### src/dcsp_regs.vh
`ifndef DCSP_REGS_VH
`define DCSP_REGS_VH
`define DCSP_FRAME_BITS      5'h10
`define DCSP_ADDR_W          3
`define DCSP_REG_COUNT       8
`define DCSP_ADDR_SLEEP      3'h0
`define DCSP_ADDR_DRIVER     3'h1
`define DCSP_SLEEP_FORCE_BIT 4
`define DCSP_SWING_HI        7
`define DCSP_SWING_LO        6
`define DCSP_COMMON_HI       5
`define DCSP_COMMON_LO       4
`define DCSP_DEEMPH_HI       3
`define DCSP_DEEMPH_LO       1
`define DCSP_RST_SLEEP       8'h00
`define DCSP_RST_DRIVER      8'hA0
`define DCSP_RST_OTHER       8'h00
`define DCSP_CLK_MHZ         40
`define DCSP_SLEEP_US        200
`define DCSP_WAKE_US         5000
`define DCSP_SLEEP_CYC       ((`DCSP_SLEEP_US * `DCSP_CLK_MHZ) - 1)
`define DCSP_WAKE_CYC        (`DCSP_WAKE_US * `DCSP_CLK_MHZ)
`endif

### src/dcsp_top.v
// Summary of operation
// - Select pin high enables serial registers; low runs from control pins.
// - Eight eight-bit registers sit behind the serial port.
// - Frame is read/write bit, four unused bits, three address bits, eight data bits, MSB first.
// - MOSI sampled on SCK rise; MISO changes on SCK fall.
// - Previous frame shifts out on MISO while the new one shifts in.
// - MISO is driven only while select is low.
// - Dummy frame carries addressed register data in its last eight bits.
// - Read data bits and dummy frames only pass along the shift path.
// - Auto sleep pin high and no signal enters power-save; signal wakes.
// - Auto sleep pin low never sleeps for lack of signal.
// - A serial register bit forces power-down regardless of signal.
// - Sleep overrides mute and bypass.
// - Auto power-down completes within 200 us of signal loss.
// - Ready asserts about 5 ms after signal returns.
// - Swing selects 400, 600, 700 or 800 mV; 700 after reset.
// - Common level programmable 0.8 V to 1.2 V, default 1.2 V, plus supply.
// - De-emphasis setting is independent of swing and common level.
// - Writes commit only when select rises.
// - Read command captures addressed register into shifter at select rise.
// - Signal-present output low while a valid input is detected.
// - Mute high holds video output at 1; low passes equalized data.
`default_nettype none
`include "dcsp_regs.vh"
module dcsp_top #(
	parameter SLEEP_CYC = `DCSP_SLEEP_CYC,
	parameter WAKE_CYC  = `DCSP_WAKE_CYC
) (
	input  wire       CLK,
	input  wire       RESET,
	input  wire       SPI_EN,
	input  wire       SCK,
	input  wire       SS_N,
	input  wire       MOSI,
	output reg        MISO_O,
	output reg        MISO_OE,
	input  wire       AUTO_SLEEP,
	input  wire       SIGNAL_DETECT,
	input  wire       MUTE,
	input  wire       BYPASS,
	input  wire       EQ_DATA,
	output reg        SIGNAL_PRESENT_N,
	output reg        SERIAL_VIDEO_OUT,
	output reg        POWER_DOWN,
	output reg        READY,
	output reg        BYPASS_ACTIVE,
	output reg  [1:0] OUTPUT_SWING_LEVEL,
	output reg  [1:0] OUTPUT_COMMON_LEVEL,
	output reg  [2:0] DEEMPHASIS
);
	////////////////////////////////////////////////////////////////////////
	// Input synchronisers.
	wire spi_en_s;
	wire sck_s;
	wire ss_n_s;
	wire mosi_s;
	wire auto_s;
	wire det_s;
	wire mute_s;
	wire byp_s;
	wire [7:0] async_in;
	wire [7:0] sync_out;
	assign async_in = {BYPASS, MUTE, SIGNAL_DETECT, AUTO_SLEEP,
		MOSI, SS_N, SCK, SPI_EN};
	genvar gi;
	generate
		for (gi = 0; gi < 8; gi = gi + 1) begin : g_sync
			dcsp_sync u_sync (
				.CLK   (CLK),
				.RESET (RESET),
				.d     (async_in[gi]),
				.q     (sync_out[gi])
			);
		end
	endgenerate
	assign {byp_s, mute_s, det_s, auto_s, mosi_s, ss_n_s, sck_s, spi_en_s} =
		sync_out;

	////////////////////////////////////////////////////////////////////////
	// Edge detection.
	reg sck_d_reg;
	reg ss_d_reg;
	reg [7:0] regs [0:`DCSP_REG_COUNT-1];
	reg [15:0] shift_reg;
	wire sck_rise;
	wire sck_fall;
	wire ss_rise;
	wire spi_act;
	assign spi_act  = spi_en_s;
	assign sck_rise = sck_s & ~sck_d_reg & ~ss_n_s & spi_act;
	assign sck_fall = ~sck_s & sck_d_reg & ~ss_n_s & spi_act;
	assign ss_rise  = ss_n_s & ~ss_d_reg & spi_act;
	always @(posedge CLK) begin
		if (RESET) begin
			sck_d_reg <= 1'b0;
			ss_d_reg  <= 1'b1;
		end else begin
			sck_d_reg <= sck_s;
			ss_d_reg  <= ss_n_s;
		end
	end

	////////////////////////////////////////////////////////////////////////
	// Shift path and register file.
	function [2:0] frame_addr;
		input [15:0] f;
		frame_addr = f[8 +: `DCSP_ADDR_W];
	endfunction
	wire [15:0] shift_next;
	assign shift_next = {shift_reg[14:0], mosi_s};
	integer i;
	always @(posedge CLK) begin
		if (RESET) begin
			shift_reg <= 16'h0000;
			for (i = 0; i < `DCSP_REG_COUNT; i = i + 1) begin
				regs[i] <= `DCSP_RST_OTHER;
			end
			regs[`DCSP_ADDR_SLEEP]  <= `DCSP_RST_SLEEP;
			regs[`DCSP_ADDR_DRIVER] <= `DCSP_RST_DRIVER;
		end else if (sck_rise) begin
			shift_reg <= shift_next;
		end else if (ss_rise) begin
			if (shift_reg[15]) begin
				// An all-ones dummy frame is not a read command.
				if (~&shift_reg) begin
					shift_reg[7:0] <= regs[frame_addr(shift_reg)];
				end
			end else begin
				regs[frame_addr(shift_reg)] <= shift_reg[7:0];
			end
		end
	end

	////////////////////////////////////////////////////////////////////////
	// MISO drive.
	always @(posedge CLK) begin
		if (RESET) begin
			MISO_O  <= 1'b0;
			MISO_OE <= 1'b0;
		end else begin
			MISO_OE <= spi_act & ~ss_n_s;
			if (~ss_n_s & ss_d_reg) begin
				MISO_O <= shift_reg[15];
			end else if (sck_fall) begin
				MISO_O <= shift_reg[15];
			end
		end
	end

	////////////////////////////////////////////////////////////////////////
	// Sleep control.
	reg [17:0] loss_cnt_reg;
	reg [17:0] wake_cnt_reg;
	reg asleep_reg;
	wire force_sleep;
	wire sleep_now;
	assign force_sleep = spi_act &
		regs[`DCSP_ADDR_SLEEP][`DCSP_SLEEP_FORCE_BIT];
	assign sleep_now = asleep_reg | force_sleep;
	always @(posedge CLK) begin
		if (RESET) begin
			loss_cnt_reg <= 18'h0_0000;
			wake_cnt_reg <= 18'h0_0000;
			asleep_reg   <= 1'b0;
			READY        <= 1'b0;
		end else begin
			if (!auto_s || det_s) begin
				loss_cnt_reg <= 18'h0_0000;
				asleep_reg   <= 1'b0;
			end else if ({14'h0000, loss_cnt_reg} >= SLEEP_CYC) begin
				asleep_reg <= 1'b1;
			end else begin
				loss_cnt_reg <= loss_cnt_reg + 18'h0_0001;
			end
			if (sleep_now || !det_s) begin
				wake_cnt_reg <= 18'h0_0000;
				READY        <= 1'b0;
			end else if ({14'h0000, wake_cnt_reg} >= WAKE_CYC - 1) begin
				READY <= 1'b1;
			end else begin
				wake_cnt_reg <= wake_cnt_reg + 18'h0_0001;
			end
		end
	end

	////////////////////////////////////////////////////////////////////////
	// Outputs.
	always @(posedge CLK) begin
		if (RESET) begin
			SIGNAL_PRESENT_N    <= 1'b1;
			SERIAL_VIDEO_OUT    <= 1'b1;
			POWER_DOWN          <= 1'b0;
			BYPASS_ACTIVE       <= 1'b0;
			OUTPUT_SWING_LEVEL  <= 2'h2;
			OUTPUT_COMMON_LEVEL <= 2'h2;
			DEEMPHASIS          <= 3'h0;
		end else begin
			SIGNAL_PRESENT_N <= ~det_s;
			POWER_DOWN       <= sleep_now;
			BYPASS_ACTIVE    <= byp_s & ~sleep_now;
			if (sleep_now || mute_s) begin
				SERIAL_VIDEO_OUT <= 1'b1;
			end else begin
				SERIAL_VIDEO_OUT <= EQ_DATA;
			end
			if (spi_act) begin
				OUTPUT_SWING_LEVEL <= regs[`DCSP_ADDR_DRIVER]
					[`DCSP_SWING_HI:`DCSP_SWING_LO];
				OUTPUT_COMMON_LEVEL <= regs[`DCSP_ADDR_DRIVER]
					[`DCSP_COMMON_HI:`DCSP_COMMON_LO];
				DEEMPHASIS <= regs[`DCSP_ADDR_DRIVER]
					[`DCSP_DEEMPH_HI:`DCSP_DEEMPH_LO];
			end else begin
				OUTPUT_SWING_LEVEL  <= 2'h2;
				OUTPUT_COMMON_LEVEL <= 2'h2;
				DEEMPHASIS          <= 3'h0;
			end
		end
	end
endmodule // dcsp_top
`default_nettype wire

### src/dcsp_sync.v
`default_nettype none
module dcsp_sync (
	input  wire CLK,
	input  wire RESET,
	input  wire d,
	output reg  q
);
	reg meta_reg;
	always @(posedge CLK) begin
		if (RESET) begin
			meta_reg <= 1'b0;
			q        <= 1'b0;
		end else begin
			meta_reg <= d;
			q        <= meta_reg;
		end
	end
endmodule // dcsp_sync
`default_nettype wire

### config.mk
export PLATFORM = sky130hd
export DESIGN_NAME = dcsp_top
export DESIGN_NICKNAME = d
export VERILOG_FILES = /design/src/dcsp_top.v /design/src/dcsp_sync.v
export VERILOG_INCLUDE_DIRS = /design/src
export SDC_FILE = /design/constraint.sdc
export NUM_CORES = 1
export LEC_CHECK = 0
export BUFFER_PORTS_ARGS = -buffer_cell sky130_fd_sc_hd__buf_2
export CAP_MARGIN = 20
export CORE_UTILIZATION = 55
export DETAILED_ROUTE_END_ITERATION = 12
export PLACE_DENSITY = 0.72
export SETUP_SLACK_MARGIN = 0.1
export SKIP_LAST_GASP = 1
export SLEW_MARGIN = 30
export SYNTH_ARGS = -nofsm -noshare
export SYNTH_HDL_FRONTEND = slang
export SYNTH_SLANG_ARGS = --single-unit
export TNS_END_PERCENT = 5
### constraint.sdc
create_clock -name CLK -period 2.5 [get_ports CLK]
set_input_delay 0.25 -clock CLK [delete_from_list [all_inputs] [get_ports CLK]]
set_output_delay 0.25 -clock CLK [all_outputs]
set_load 0.02 [all_outputs]
* After elaboration in Yosys (flattened, before gate mapping)
Memories as Yosys holds them, arrays and structs flattened. A register that Yosys moved wholly into a read port is not among the register bits.
Cells that the tools add are included.
** Storage, ports and cells
- Register bits :: 78
- Memory bits (writable) :: 64
- Bits of input ports :: 11
- Word-level logic and storage cells :: 93
- Memories kept :: 1
** Memories
- regs :: depth 8, width 8, read ports 3, clocked after Yosys merged registers in 2, write ports 8, RTL line dcsp_top.v:83 : reg [7:0] regs [0:`DCSP_REG_COUNT-1];
** Operators by class
- Add/subtract/negate cells :: 2
- $lt $le $gt $ge :: 2
- Eq/ne operators :: 1
- Multiplexer cells :: 20
- Bitwise logic cells :: 22
- Reduce and logical (&&, ||, !) cells :: 15
** Operators by type and width (count)
- two-way mux 8 bit :: 7
- adder 18 x 1 -> 18 bit, second input constant :: 2
- >= comparator 18 x 13 -> 1 bit, second input constant :: 1
- >= comparator 18 bit, second input constant :: 1
- AND reduction 16 bit :: 1
- AND 1 bit :: 12
- two-way mux 1 bit :: 10
- two-way mux 3 bit :: 3
- OR reduction 2 bit :: 4
- OR reduction 8 bit :: 1
- inverter 1 bit :: 7
- nonzero test 2 bit :: 3
- logical OR 1 bit :: 3
- OR 1 bit :: 3
- AND reduction 3 bit :: 1
- logical NOT 1 bit :: 2
- != test 2 bit, second input constant :: 1

* Depth between registers and ports, before layout
- Word-level depth :: 9
- Depth in mapped cells :: 7
- Mapped depth without buffers :: 6

* By module
A second synthesis with hierarchy kept.
** Unflattened totals
- Cells, all modules :: 580
- Area, all modules :: 6506.2 µm²
** By module, submodules not included
- dcsp_top :: times used 1, cells each 548, area an instance 6085.8 µm², sequential area each 3363.2 µm²
- dcsp_sync :: times used 8, cells each 4, area an instance 52.6 µm², sequential area each 40.0 µm²

* Least setup slack after synthesis
Ideal clock, no wire load.
- Kind :: register to register
- From :: reg g_sync[0].u_sync.q
- To :: mem regs[0][0] (enable)
- Library setup time :: 0.310 ns
- Arrival time :: 1.682 ns
- Path slack :: 0.508 ns
- Cell stages (with the launch flop) :: 6
- Clock period less this slack :: 1.992 ns
- Cells stage by stage :: dfxtp_1 -> nor2b_1 -> and4bb_2 -> nand2b_1 -> nor3_1 -> or2_2
** RTL lines
- start, declared :: RTL line dcsp_sync.v:6 : output reg q
- start signal, assigned :: RTL line dcsp_sync.v:15 : q <= meta_reg;
- end, declared :: RTL line dcsp_top.v:83

* Worst setup path after layout
- From :: reg shift_reg[5]
- To :: reg shift_reg[1]
** Between the ends
- Word-level cells in the longest chain between the ends :: 3
** RTL lines
- start, declared :: RTL line dcsp_top.v:84 : reg [15:0] shift_reg;
- start signal, assigned :: RTL line dcsp_top.v:121 : shift_reg <= shift_next;
- start signal, assigned :: RTL line dcsp_top.v:126 : shift_reg[7:0] <= regs[frame_addr(shift_reg)];
- AND reduction 16 bit :: RTL line dcsp_top.v:125 : if (~&shift_reg) begin
- != test 2 bit (no line)
- AND reduction 3 bit (no line)
No other way between the ends.
A chain may end at the register's enable or synchronous reset.

==> results.toml <==
[pwr]
peakVddDrop_uv = 635.5
p_per_area_nw_per_um2 = 735.2
p_leak_nw = 2.575
finalPower_mw = 5.246

[place]
port-buffer-count = 24
dp_hpwl_mm = 8.464
place_ws_ns = 0.4921
gp_congestion = 0.8350

[drt]
top_layer = "met4"
drc = 0
wire_per_inst_um = 17.26
vias = 4121
drtAntennaViolNets = 0
drtIter0Drc = 304
wl_met1_mm = 5.746
wl_met3_um = 887
routed_via_density = 5.692
dr.pass1.iters = 4
wirelength_mm = 12.50
met2_length_mm = 5.747

[clock_network]
cts_tree = "yes"
cts_hold_buffers = 0
path_clk_slew_ns = 0.05
cts_max_level = 4
worstSkewPairLatency_ns = 0.41
cts_num_sinks = 152
clockRootBuffer = "clkbuf_16"
post-cts-setup-buffers = 0
cts_buffers = 17
cts_resized = 0
cts_buffer_depth = 2

[setup_path]
crit_arrival_ns = 2.39
worstSetupStartpointType = "flop"
cp.required_ns = 2.83
reg2reg_from = "shift_reg[5]"
critPathCaptureType = "flop"
path_class = "reg -> reg"
r2r_slack_ns = 0.44
r2r_end = "shift_reg[1]"
path_max_fanout = 11
r2r.worst_path.cells = 5

[run_status]
status = "completed"

[cells_and_area]
largest_reg_flops = 64
antenna_cells = 0
most-common-layout-cells = "dfxtp_1, and2_1, edfxtp_1, nor2_1, nand2_1"
drive_gt1_share_pct = 17.47
final_common_cell = "dfxtp_1"
nNetsFinal = 585
area_delta_synth_final_pct = 13.88

[synthesis]
synth_area_sq_um = 6265
synth_edf_count = 64
synthFlopType = "dfxtp_1"
synth_cell_types = 46
yosysTopAreaCell = "edfxtp_1"
yosys_warnings = 0
syn-num-nets = 556
synth_seq_area_share_pct = 58.80
netlist.area_leader.share_pct = 30.68
synth-async-reset-ratio_pct = 0
synth_cells = 543
ys_seq_elements = 152
synth_area_leaders = "edfxtp_1, dfxtp_1, and2_1, mux4_2, nor2_1"
synth.avg_cell_area_sq_um = 11.54

[sta]
timing.hold.ws_ns = 0.02192
fmax_mhz = 485.6
clock_skew_ns = 0.006303
setup_viol_count_final = 0
worstMarginPinSlew_ns = 0.9853
hold_viol = 0
finalMaxSlewViolations = 0
tns_ns = 0
finalCriticalPeriod_ns = 2.059
max-slew-margin-rel_pct = 34.31
setup_ws_ns = 0.4407
period_share_pct = 82.37
grt_setup_unrepaired = "no"

[floorplanning]
die_h_um = 108.7
core_sq_um = 10980
die_area_sq_um = 11820
core.rowCount = 38
start_util_pct = 57.04
dieWidth_um = 108.7
ioPinCount = 25

[grt]
antenna_found_initial = 0
first_global_vias = 3890
grt_max_degree = 36
grt_use_total_pct = 23.11
grt_overflow = 0
grt_pass1_wl_mm = 20.01

[flow_run]
cap_violations = 0

[worst_hold_path]
hold_class = "in -> reg"
hp-start = "EQ_DATA"
hold_depth = 3
min_delay_worst_endpoint = "SERIAL_VIDEO_OUT"
## cells in the mapped netlist (all sizes together) (2+ instances only)
cell    instances
a21oi          14
nor4            4
clkbuf         21
dfxtp          88
inv             3
or4             4
nand2          40
buf             3
nor2b          25
nor3            7
a31oi           6
nand4           8
and3           10
and4            3
nand2b          8
a211oi          9
nor2           48
or4b            2
o211ai          4
nand3          10
xnor2          15
ha              2
nand3b          7
mux2i           3
edfxtp         64
xor2            7
and4bb          4
a31o            2
and2           72
a311oi          2
or2            10
mux4           16
o21ai          15
## cell type report
type | instances | area (sq um)
Clock inverter | 4 | 55.05
Sequential cell | 152 | 3684
Tap cell | 140 | 175.2
Clock buffer | 27 | 538.0
Inverter | 3 | 11.26
Multi-Input combinational cell | 364 | 2476
Fill cell | 808 | 3849
Timing Repair Buffer | 34 | 195.2
## routing by layer
metal	GRT usage (%)	vias to the layer above
met1	32.60	2008
met3	6.575	12
met5	0	-
met4	5.792	0
met2	35.17	127
li1	-	1974
## how the worst max path moves through the flow
| stage | endpoint | slack [ns] | start |
|---|---|---|---|
| 2_1_floorplan | regs[0][0] | 0.51 | g_sync[0].u_sync.q |
| 4_1_cts | wake_cnt_reg[1] | 0.48 | wake_cnt_reg[10] |
| 3_5_place_dp | wake_cnt_reg[1] | 0.49 | wake_cnt_reg[10] |
| 3_3_place_gp | shift_reg[3] | 0.53 | shift_reg[6] |
| 5_1_grt | wake_cnt_reg[9] | 0.27 | wake_cnt_reg[12] |
| 6_report | shift_reg[1] | 0.44 | shift_reg[5] |
## worst max-delay path, cell delays in order (launching register included)
cell and delay, ns:
dfxtp_1 0.66, nand4_1 0.15, or4_1 0.58, nand2_1 0.28, a211oi_1 0.12, o21ai_0 0.20
## per-stage QoR
step	cell area (sq um)	std cells	util [%]
global route	7134	724	64.96
floorplan	6265	543	-
global placement	6541	693	59.56
detailed placement	6541	693	59.56
CTS	7134	724	64.96
finish	7134	724	64.96
## logic make-up after synthesis
kind of cell             count (synthesis)  share of synthesized area (%)
adder cells (fa/ha/maj)                  2                         0.3994
AND/OR/NAND/NOR                        265                          23.89
multiplexers                            20                          6.411
flip-flops                             152                          58.80
AO/OA/AOI/OAI                           55                          5.752
XOR/XNOR                                22                          3.076
buffers and inverters                   27                          1.678
## report_power, final
group	switching [mW]	internal (mW)
registers	0.0234	2.63
clock network	0.911	1.58
logic	0.0609	0.0426
total	0.995	4.25
No activity file was read; power rests on OpenSTA's default activity.
